**config.mk**
```make
export PLATFORM = sky130hd
export DESIGN_NAME = thermal_diode_emulation_zvs_detect
export DESIGN_NICKNAME = d
export VERILOG_FILES = /design/src/pkg/diode_ctrl_pkg.sv /design/src/rtl/pin_sync.sv /design/src/rtl/thermal_diode_emulation_zvs_detect.sv
export SDC_FILE = /design/constraint.sdc
export NUM_CORES = 1
export LEC_CHECK = 0
export BUFFER_PORTS_ARGS = -buffer_cell sky130_fd_sc_hd__buf_2
export CORE_MARGIN = 1.5
export CORE_UTILIZATION = 53
export CTS_CLUSTER_SIZE = 16
export DETAILED_ROUTE_END_ITERATION = 10
export GPL_TIMING_DRIVEN = 0
export PLACE_DENSITY = 0.74
export SETUP_SLACK_MARGIN = 0.3
export SLEW_MARGIN = 20
export SYNTH_ARGS = -nofsm -noshare
export SYNTH_HDL_FRONTEND = slang
export SYNTH_HIERARCHICAL = 1
export SYNTH_SLANG_ARGS = --single-unit
export TNS_END_PERCENT = 20
```
**constraint.sdc**
```tcl
create_clock -name core_clk -period 1.8 [get_ports core_clk]
set_input_delay 0.36 -clock core_clk [delete_from_list [all_inputs] [get_ports core_clk]]
set_output_delay 0.36 -clock core_clk [all_outputs]
set_load 0.01 [all_outputs]
```
**src/pkg/diode_ctrl_pkg.sv**
```systemverilog
// Constants and state encodings for the thermal diode emulation and ZVS detect block.
// Assumes a single 50 MHz core clock; all times below are converted to cycles here.
package diode_ctrl_pkg;

  // Core clock period in nanoseconds.
  localparam int CLK_PERIOD_NS = 20;

  // Width of every internal down counter and of the reverse conduction timer.
  localparam int CNT_W = 8;

  // Blanking after a gate command falling edge while in hot diode emulation (least time).
  localparam int BLANK_TIME_NS = 200;
  localparam int BLANK_CYCLES  = (BLANK_TIME_NS + CLK_PERIOD_NS - 1) / CLK_PERIOD_NS;

  // Delay from ZVS recognition to the start of the pulse, and the pulse width (least times).
  localparam int ZVS_DELAY_NS     = 60;
  localparam int ZVS_DELAY_CYCLES = (ZVS_DELAY_NS + CLK_PERIOD_NS - 1) / CLK_PERIOD_NS;
  localparam int ZVS_WIDTH_NS     = 100;
  localparam int ZVS_WIDTH_CYCLES = (ZVS_WIDTH_NS + CLK_PERIOD_NS - 1) / CLK_PERIOD_NS;

  // Minimum reverse conduction time per drive strength code (0 is the strongest drive).
  localparam int MIN_REV_NS_0 = 40;
  localparam int MIN_REV_NS_1 = 60;
  localparam int MIN_REV_NS_2 = 80;
  localparam int MIN_REV_NS_3 = 120;
  localparam int MIN_REV_CYC_0 = (MIN_REV_NS_0 + CLK_PERIOD_NS - 1) / CLK_PERIOD_NS;
  localparam int MIN_REV_CYC_1 = (MIN_REV_NS_1 + CLK_PERIOD_NS - 1) / CLK_PERIOD_NS;
  localparam int MIN_REV_CYC_2 = (MIN_REV_NS_2 + CLK_PERIOD_NS - 1) / CLK_PERIOD_NS;
  localparam int MIN_REV_CYC_3 = (MIN_REV_NS_3 + CLK_PERIOD_NS - 1) / CLK_PERIOD_NS;

  // Number of pin inputs passing through the synchroniser.
  localparam int SYNC_W = 11;

  // Start-up sequencing: lockout, rails ramping, running.
  typedef enum logic [1:0] {P_OFF, P_RAMP, P_RUN} power_state_type;

  // Hot diode emulation states: blanking, watching for reverse drain voltage, conducting.
  typedef enum logic [1:0] {H_BLANK, H_WATCH, H_COND} hot_state_type;

  // Zero-volt pulse generator phases.
  typedef enum logic [1:0] {Z_IDLE, Z_DELAY, Z_PULSE} pulse_state_type;

endpackage

```
**src/rtl/pin_sync.sv**
```systemverilog
// Two flip-flop synchroniser for a vector of asynchronous pin levels.
// Assumes each bit is an independent level; multi-bit codes may skew by one cycle.
`timescale 1ns/1ps
`default_nettype none

module pin_sync #(
  parameter int WIDTH = 1
) (
  input  wire logic             core_clk,
  input  wire logic             sys_rst,
  input  wire logic [WIDTH-1:0] pin,
  output logic      [WIDTH-1:0] level
);

  logic [WIDTH-1:0] meta;

  // The first stage feeds only the second stage, so metastability never reaches logic.
  always_ff @(posedge core_clk) begin
    if (sys_rst) begin
      meta  <= '0;
      level <= '0;
    end else begin
      meta  <= pin;
      level <= meta;
    end
  end

endmodule

`default_nettype wire

```
**src/rtl/thermal_diode_emulation_zvs_detect.sv**
```systemverilog
// Power switch control: start-up sequencing, hot diode emulation and ZVS pulse output.
// Assumes all sensor and command inputs are asynchronous pins and the core clock is 50 MHz.
`timescale 1ns/1ps
`default_nettype none

// What this block does
// - In hot emulation, every gate falling edge forces the blanking state and switch off.
// - Blanking holds the switch off for a fixed time, then moves to watching.
// - Blanking never waits for a positive drain voltage, so it cannot stick.
// - Watching keeps the switch off and moves to conducting on negative drain voltage.
// - Entering thermal shutdown starts emulation in the watching state.
// - Conducting turns the switch on; forward current returns to watching, switch off.
// - Without gate activity the machine only moves between watching and conducting.
// - Repeated shoot-through is neither counted nor locked out; each edge restarts.
// - Each gate rising edge while running with the pulse generator idle checks whether drain voltage had gone below zero.
// - A recognised ZVS gives one pulse, after the pulse delay, lasting the pulse width.
// - Reverse conduction shorter than the minimum time gives no pulse.
// - Hard or partial hard switching gives no pulse.
// - Minimum reverse conduction time depends on the drive strength setting.
// - The fault output is low from the start of the supply ramp.
// - Rails start above lockout, stop below it, and restart on the next rise.
// - Fault is released and gate following starts only when both rails are ready.
// - Fault stays low in thermal shutdown and releases when both sensors cool.
// - Driver overheating disables emulation and keeps the switch off.
module thermal_diode_emulation_zvs_detect #(
  parameter int unsigned BLANK_CYCLES     = diode_ctrl_pkg::BLANK_CYCLES,
  parameter int unsigned ZVS_DELAY_CYCLES = diode_ctrl_pkg::ZVS_DELAY_CYCLES,
  parameter int unsigned ZVS_WIDTH_CYCLES = diode_ctrl_pkg::ZVS_WIDTH_CYCLES
) (
  input  wire logic       core_clk,
  input  wire logic       sys_rst,
  input  wire logic       gate_cmd,
  input  wire logic       vdd_above_rise,
  input  wire logic       vdd_below_fall,
  input  wire logic       aux_5v_rail_ok,
  input  wire logic       negative_bias_rail_ok,
  input  wire logic       fet_hot,
  input  wire logic       driver_hot,
  input  wire logic       drain_negative,
  input  wire logic       first_quadrant,
  input  wire logic [1:0] drive_strength,
  output logic            fet_on,
  output logic            rails_enable,
  output logic            fault_n,
  output logic            zero_volt_pulse_output
);

  localparam int CW = diode_ctrl_pkg::CNT_W;

  // Cycle figures used as assertion bounds.
  localparam int A_DLY    = ZVS_DELAY_CYCLES;
  localparam int A_WID_M1 = ZVS_WIDTH_CYCLES - 1;

  // Whole state of the block in one record.
  typedef struct packed {
    diode_ctrl_pkg::power_state_type pwr;
    diode_ctrl_pkg::hot_state_type   hot;
    diode_ctrl_pkg::pulse_state_type zph;
    logic [CW-1:0]                   blank_cnt;
    logic [CW-1:0]                   rev_cnt;
    logic [CW-1:0]                   zcnt;
    logic                            gate_prev;
    logic                            fet_on;
    logic                            fault_n;
    logic                            zv_out;
    logic                            rails_en;
  } ctrl_state_type;

  // Everything off and fault asserted while reset (undervoltage lockout) is held.
  localparam ctrl_state_type RESET_STATE = '{
    pwr:       diode_ctrl_pkg::P_OFF,
    hot:       diode_ctrl_pkg::H_WATCH,
    zph:       diode_ctrl_pkg::Z_IDLE,
    blank_cnt: '0,
    rev_cnt:   '0,
    zcnt:      '0,
    gate_prev: 1'b0,
    fet_on:    1'b0,
    fault_n:   1'b0,
    zv_out:    1'b0,
    rails_en:  1'b0
  };

  ctrl_state_type st;
  ctrl_state_type next_st;

  logic [diode_ctrl_pkg::SYNC_W-1:0] sync_q;
  logic                              gate_s;
  logic                              vdd_above_s;
  logic                              vdd_below_s;
  logic                              aux_ok_s;
  logic                              neg_ok_s;
  logic                              fet_hot_s;
  logic                              driver_hot_s;
  logic                              drain_neg_s;
  logic                              first_q_s;
  logic [1:0]                        strength_s;
  logic                              gate_rise;
  logic                              gate_fall;
  logic                              running;
  logic                              emul;
  logic                              rev_ok;
  logic                              zvs_seen;
  logic [CW-1:0]                     min_rev;

  // Every pin crosses into the core clock through two flip-flops first.
  pin_sync #(
    .WIDTH (diode_ctrl_pkg::SYNC_W)
  ) u_sync (
    .core_clk (core_clk),
    .sys_rst  (sys_rst),
    .pin      ({strength_sel_pins(drive_strength), first_quadrant, drain_negative,
                driver_hot, fet_hot, negative_bias_rail_ok, aux_5v_rail_ok,
                vdd_below_fall, vdd_above_rise, gate_cmd}),
    .level    (sync_q)
  );

  // Identity helper keeps the pin concatenation readable.
  function automatic logic [1:0] strength_sel_pins(input logic [1:0] s);
    strength_sel_pins = s;
  endfunction

  // Unpack the synchronised levels.
  assign {strength_s, first_q_s, drain_neg_s, driver_hot_s, fet_hot_s, neg_ok_s,
          aux_ok_s, vdd_below_s, vdd_above_s, gate_s} = sync_q;

  // Edges come from the synchronised level against its own registered copy.
  assign gate_rise = gate_s && !st.gate_prev;
  assign gate_fall = !gate_s && st.gate_prev;

  assign running = (st.pwr == diode_ctrl_pkg::P_RUN);

  // Emulation runs only with the switch hot and the driver cool.
  assign emul = running && fet_hot_s && !driver_hot_s;

  // Minimum reverse conduction per drive strength; weaker drive needs longer.
  function automatic logic [CW-1:0] min_rev_cycles(input logic [1:0] s);
    case (s)
      2'h0:    min_rev_cycles = CW'(diode_ctrl_pkg::MIN_REV_CYC_0);
      2'h1:    min_rev_cycles = CW'(diode_ctrl_pkg::MIN_REV_CYC_1);
      2'h2:    min_rev_cycles = CW'(diode_ctrl_pkg::MIN_REV_CYC_2);
      default: min_rev_cycles = CW'(diode_ctrl_pkg::MIN_REV_CYC_3);
    endcase
  endfunction

  assign min_rev = min_rev_cycles(strength_s);

  // ZVS counts only if reverse conduction lasted right up to the rising edge.
  assign rev_ok   = (st.rev_cnt >= min_rev);
  assign zvs_seen = running && gate_rise && rev_ok && (st.zph == diode_ctrl_pkg::Z_IDLE);

  // Next-state logic for the whole block.
  always_comb begin
    next_st           = st;
    next_st.gate_prev = gate_s;

    // Start-up: lockout, ramp the rails, run once both rails are good.
    case (st.pwr)
      diode_ctrl_pkg::P_OFF: begin
        if (vdd_above_s) begin
          next_st.pwr = diode_ctrl_pkg::P_RAMP;
        end
      end
      diode_ctrl_pkg::P_RAMP: begin
        if (vdd_below_s) begin
          next_st.pwr = diode_ctrl_pkg::P_OFF;
        end else if (aux_ok_s && neg_ok_s) begin
          next_st.pwr = diode_ctrl_pkg::P_RUN;
        end
      end
      diode_ctrl_pkg::P_RUN: begin
        if (vdd_below_s) begin
          next_st.pwr = diode_ctrl_pkg::P_OFF;
        end
      end
      default: next_st.pwr = diode_ctrl_pkg::P_OFF;
    endcase
    next_st.rails_en = (next_st.pwr != diode_ctrl_pkg::P_OFF);

    // Outside emulation the machine parks in watching, so entry starts there.
    if (!emul) begin
      next_st.hot       = diode_ctrl_pkg::H_WATCH;
      next_st.blank_cnt = '0;
    end else if (gate_fall) begin
      // Any state yields to a falling edge; nothing is counted or locked out.
      next_st.hot       = diode_ctrl_pkg::H_BLANK;
      next_st.blank_cnt = CW'(BLANK_CYCLES);
    end else begin
      case (st.hot)
        // Fixed blanking, no drain voltage condition, so it always ends.
        diode_ctrl_pkg::H_BLANK: begin
          if (st.blank_cnt <= CW'(1)) begin
            next_st.hot = diode_ctrl_pkg::H_WATCH;
          end else begin
            next_st.blank_cnt = st.blank_cnt - CW'(1);
          end
        end
        // Reverse voltage means third-quadrant current: conduct.
        diode_ctrl_pkg::H_WATCH: begin
          if (drain_neg_s) begin
            next_st.hot = diode_ctrl_pkg::H_COND;
          end
        end
        // Forward current must be blocked again.
        diode_ctrl_pkg::H_COND: begin
          if (first_q_s) begin
            next_st.hot = diode_ctrl_pkg::H_WATCH;
          end
        end
        default: next_st.hot = diode_ctrl_pkg::H_WATCH;
      endcase
    end

    // Gate drive: emulation decides when hot, the command when cool, off otherwise.
    if (!running || driver_hot_s) begin
      next_st.fet_on = 1'b0;
    end else if (fet_hot_s) begin
      next_st.fet_on = (next_st.hot == diode_ctrl_pkg::H_COND);
    end else begin
      next_st.fet_on = gate_s;
    end

    // Fault is released only when running and both sensors are cool.
    next_st.fault_n = (next_st.pwr == diode_ctrl_pkg::P_RUN) && !fet_hot_s && !driver_hot_s;

    // Reverse conduction timer; it saturates and clears whenever the drain leaves negative.
    if (drain_neg_s && !gate_s) begin
      if (st.rev_cnt != '1) begin
        next_st.rev_cnt = st.rev_cnt + CW'(1);
      end
    end else begin
      next_st.rev_cnt = '0;
    end

    // Pulse generator; a new recognition during a pulse is dropped, not queued.
    case (st.zph)
      diode_ctrl_pkg::Z_IDLE: begin
        if (zvs_seen) begin
          next_st.zph  = diode_ctrl_pkg::Z_DELAY;
          next_st.zcnt = CW'(ZVS_DELAY_CYCLES);
        end
      end
      diode_ctrl_pkg::Z_DELAY: begin
        if (st.zcnt <= CW'(1)) begin
          next_st.zph    = diode_ctrl_pkg::Z_PULSE;
          next_st.zcnt   = CW'(ZVS_WIDTH_CYCLES);
          next_st.zv_out = 1'b1;
        end else begin
          next_st.zcnt = st.zcnt - CW'(1);
        end
      end
      diode_ctrl_pkg::Z_PULSE: begin
        if (st.zcnt <= CW'(1)) begin
          next_st.zph    = diode_ctrl_pkg::Z_IDLE;
          next_st.zv_out = 1'b0;
        end else begin
          next_st.zcnt = st.zcnt - CW'(1);
        end
      end
      default: begin
        next_st.zph    = diode_ctrl_pkg::Z_IDLE;
        next_st.zv_out = 1'b0;
      end
    endcase
  end

  // One register for the whole state; reset is the lockout condition.
  always_ff @(posedge core_clk) begin
    if (sys_rst) begin
      st <= RESET_STATE;
    end else begin
      st <= next_st;
    end
  end

  // All outputs come straight from flip-flops.
  assign fet_on                 = st.fet_on;
  assign rails_enable           = st.rails_en;
  assign fault_n                = st.fault_n;
  assign zero_volt_pulse_output = st.zv_out;
endmodule

`default_nettype wire

```
-- Word-level counts from Yosys, hierarchy flattened
Index checks and enable logic that the tools add are counted.
W data, S select, Z words.
- register bits: 57
- output and inout port bits: 4
- word-level logic and storage cells: 100
- reductions and logical operators: 33
- $add $sub $neg: 3
- bitwise operators: 4
- multiplexer cells: 27
- $lt $le $gt $ge: 3
- equal/unequal tests: 16
- operator list (cell ; number):
    $mux W2 ; 12
    $mux W8 ; 3
    $pmux W8 S3 ; 1
    $pmux W2 S3 ; 3
    $le A8 B1 Y1 const B ; 2
    $sub A8 B1 Y8 const B ; 2
    $eq A2 B2 Y1 const B ; 6
    $mux W4 ; 3
    $logic_and A1 B1 Y1 ; 11
    $ne A2 B2 Y1 const B ; 5
    $pmux W3 S3 ; 1
    $reduce_and A3 Y1 ; 3
    $add A8 B1 Y8 const B ; 1
    $eq A2 B1 Y1 const B ; 4
    $ge A8 B8 Y1 ; 1
    $logic_not A2 Y1 ; 4
    $ne A8 B8 Y1 const B ; 1
    $reduce_or A2 Y1 ; 3
    $logic_not A1 Y1 ; 5
    $not A1 Y1 ; 4
    $reduce_and A2 Y1 ; 2
    $reduce_bool A2 Y1 ; 2
    $mux W1 ; 3
    $pmux W1 S3 ; 1
    3 further kinds ; 3

-- Longest topological paths before layout
- depth after elaboration: 7
- gate-level depth with buffers: 9
- gate-level depth less buffers: 8

-- By module
The synthesis kept the hierarchy.
- by module, submodules not included (module ; cells each ; area each (sq um) ; sequential area each (sq um) ; instances):
    thermal_diode_emulation_zvs_detect ; 224 ; 1896.8 ; 700.7 ; 1
    pin_sync ; 46 ; 640.6 ; 440.4 ; 1

-- Worst setup path before layout
OpenSTA, ideal clock, no wires.
- path type: reg2reg
- start: register st[25] (netlist bit)
- end: register st[22] (netlist bit)
- cell stages (with the launch flop): 6
- arrival: 1.847 ns
- slack: -0.117 ns
- path through: dfxtp_1 > or4_1 > nor4_1 > nand2b_1 > mux2_2 > a21oi_1
- word-level cells in the longest chain between the ends: 3
- ends and longest elaborated chain (element ; RTL line ; source):
    start, declared ; thermal_diode_emulation_zvs_detect.sv:84 ; ctrl_state_type st;
    start signal, assigned ; thermal_diode_emulation_zvs_detect.sv:272 ; st <= next_st;
    $le A8 B1 Y1 ; thermal_diode_emulation_zvs_detect.sv:192 ; if (st.blank_cnt <= CW'(1)) begin
    $ne A2 B2 Y1 (no line) ; - ;
    $reduce_and A2 Y1 (no line) ; - ;
Every way passes these cells.
A chain may end at the register's enable or synchronous reset.

-- Worst setup path in the final report
- start: register st[10] (netlist bit)
- end: register st[11] (netlist bit)
- word-level cells in the longest chain between the ends: 3
- elaborated cells on any way between the ends: 7
- ends and longest elaborated chain (element ; RTL line ; source):
    $sub A8 B1 Y8 or $le A8 B1 Y1 (tied branches) ; - ;
    $mux W8, or another cell as far along ; thermal_diode_emulation_zvs_detect.sv:253 ; if (st.zcnt <= CW'(1)) begin
    $pmux W8 S3 or $reduce_and A3 Y1 (tied branches) ; - ;
Several ways; a longest one is shown, not always the timed one. The select of a mux whose other input is x is not followed.

==> flow_summary.yaml <==
global_routing:
  antenna_found_initial: 0
  grt_pass1_vias: 1842
  grt-ovfl-total: 0
  grt_pass1_wl_um: 7850
  grt_max_degree: 12
  grt.total_usage: 0.197
hold_path:
  hold_class: "primary input to register"
  hold_start: "first_quadrant"
  hold_depth: 2
  holdPathEnd: "u_sync/meta[8]"
status:
  status: "finished, violations left"
  violations: "setup timing"
finish:
  area_growth_syn_to_layout_pct: 21.2
  fin_cells: 357
  antennaDiodeCount: 0
  drive_gt1_frac: 0.311
  nNetsFinal: 325
  nFillCells: 355
  layout_commonest_cell: "dfxtp_1"
  layout_common_cells: "dfxtp_1 (48), nor2_1 (26), buf_2 (16)"
drt:
  vias_per_cell: 5.50
  drc_errors: 0
  first_pass_iters: 4
  vias: 1964
  antenna_left: 0
  routed_wl_um: 4580
  dr.first_iter.drc_count: 118
  avgRoutedWirePerCell_um: 12.8
placement:
  dp_cells: 338
  hpwlAfterDp_um: 3000
  port_buffers: 16
  finalWeightedCongestion: 0.774
synth:
  mappedNetlistArea_um2: 2540
  synth_warnings: 6
  synth-seq-cells: 57
  synth_edf_count: 0
  synth_nets: 295
  syn_area_per_cell_um2: 9.40
  seq_area_frac_synth: 0.450
  synth_flop_cell: "dfxtp_1"
  synthCells: 270
  async_reset_ff_frac: 0
  synthDistinctLibCells: 53
sta:
  worst_pin_slew_ps: 467
  final_max_slew_viol_count: 0
  min_period_over_period: 1.07
  holdWs_ps: 228
  rsz0062_at_grt: "true"
  skew_ps: 9.57
  fmax_mhz: 518
  setup_viol: 11
  final_hold_viol_count: 0
  layout_setup_ws_ps: -132
  relSlewSlack: 0.689
  layout_min_cycle_time_ps: 1930
clock_network:
  cts_tree: "yes"
  clk_latency_ps: 340
  clk_pin_slew_ps: 70
  clockBufferDepth: 2
  cts_hold_buf: 0
  cts.sinks: 57
  cts_max_level: 3
  cts_buffers: 9
  root_buffer: "clkbuf_8"
setup_path:
  slowest_stage: "or4_4"
  timing.rr.end: "st[11]"
  rr_worst_depth: 5
  crit_path_end_kind: "register"
  cp.arrival_ps: 2140
  cp_cell_sequence: "or4_4 -> o31ai_2 -> a21boi_1 -> a21oi_1 -> o32ai_2"
  reg2reg_slack_ps: -130
  cp-start-kind: "register"
  reg2reg_from: "st[10]"
  crit_required_ps: 2000
  crit_type: "register to register"
  cp_slowest_stage_delay_ps: 590
  critPathMaxFanout: 5
die:
  io_pins: 17
  start_util: 0.567
  die_w_um: 72.2
  die-area_um2: 5210
  core_um2: 4470
  rows: 24
  die_h_um: 72.2
power:
  p_leak_nw: 1.21
  pwr_density_cell_nw_per_um2: 889
  ir_drop_v: 0.00104
  power.total_w: 0.00273
flow_run:
  max_cap_violations: 0
[worst max-delay path: cells and delay by family (launching register included)]
kind / cells / cell delay, ps
compound gates: 4 / 880
simple gates: 1 / 590
flops: 1 / 330
[what timing repair did]
item,in CTS,in global routing
buffers inserted,0,2
setup endpoints to repair,19,26
cloned,0,1
gates resized for setup,13,11
pin swaps,3,13
[worst max-delay path by stage]
stage | end | from
6_report | st[11] | st[10]
2_1_floorplan | st[29] | st[10]
5_1_grt | st[11] | u_sync/level[10]
4_1_cts | st[6] | u_sync/level[9]
3_3_place_gp | st[11] | u_sync/level[10]
3_5_place_dp | st[11] | u_sync/level[10]
[registers in the layout, summed over array words and instances (netlist names)]
name	cells
st	31
fault_n	1
rails_enable	1
u_sync/level	11
u_sync/meta	11
zero_volt_pulse_output	1
fet_on	1
[layer usage]
layer,share of wire,vias to the layer above,global-route usage
met1,0.45,904,0.234
met2,0.49,38,0.324
met4,0.020,0,0.109
li1,-,1012,-
met5,0,-,0
met3,0.039,10,0.0500
[through the flow]
stage / setup TNS (ps) / util / area (µm²) / setup WS (ps)
after detailed placement: -526 / 0.616 / 2760 / -144
after global placement: -364 / 0.616 / 2760 / -135
after CTS: -438 / 0.676 / 3020 / -67.1
after floorplan: 0 / - / 2610 / 72.3
after global routing: -1640 / 0.687 / 3080 / -210
final: -694 / 0.687 / 3080 / -132
[layout make-up]
class / instances / area (µm²) / share of cell area
plain buffers: 5 / 50.0 / 0.0163
clock inverters: 6 / 88.8 / 0.0289
flip-flops and latches: 57 / 1150 / 0.376
multi-input cells: 196 / 1440 / 0.467
clock buffers: 10 / 138 / 0.0448
inverters: 13 / 48.8 / 0.0159
repair buffers: 18 / 95.1 / 0.0309
well taps: 52 / 65.1 / 0.0212
[kinds of logic (layout without fill, tap and decap cells)]
kind of cell    Yosys count  count (layout)  synth area share
fa+ha+maj                12              12            0.0592
simple gates            121             121             0.276
buf+inv                  18              52            0.0375
compound gates           48              49             0.127
flops                    57              57             0.450
xor+xnor                 10              10            0.0345
mux                       4               4            0.0163
[synthesized netlist by cell type (2+ instances only)]
library cell | instances | share of area
or2_2 | 2 | 0.0049
nor3b_1 | 2 | 0.0059
o21a_1 | 3 | 0.0089
o21ai_1 | 2 | 0.0039
nand2_1 | 17 | 0.025
xor2_1 | 7 | 0.024
mux2i_1 | 3 | 0.012
xnor2_1 | 3 | 0.010
nor2_1 | 28 | 0.041
o21ai_0 | 9 | 0.018
nor3_1 | 5 | 0.0099
nor2b_1 | 9 | 0.022
inv_1 | 13 | 0.019
buf_4 | 2 | 0.0059
a31oi_1 | 2 | 0.0049
dfxtp_1 | 57 | 0.45
o32ai_1 | 2 | 0.0069
a21oi_1 | 13 | 0.026
nor4_1 | 5 | 0.012
nor2b_2 | 15 | 0.052
buf_6 | 2 | 0.0089
and3_1 | 2 | 0.0049
a21boi_1 | 2 | 0.0059
o22ai_1 | 2 | 0.0049
or3_1 | 4 | 0.0099
nand2b_1 | 8 | 0.020
o211ai_1 | 2 | 0.0059
ha_1 | 12 | 0.059
and2b_1 | 2 | 0.0059
nand4_1 | 7 | 0.017
nand3_1 | 6 | 0.012
[power by group]
part	total (W)	switching, W	leakage (nW)	internal, W
Sequential	0.00130	0.0000112	0.469	0.00129
Combinational	0.0000836	0.0000376	0.633	0.0000459
Clock	0.00135	0.000535	0.109	0.000818
Total	0.00273	0.000584	1.21	0.00215
(Power assumes the default switching activity.)
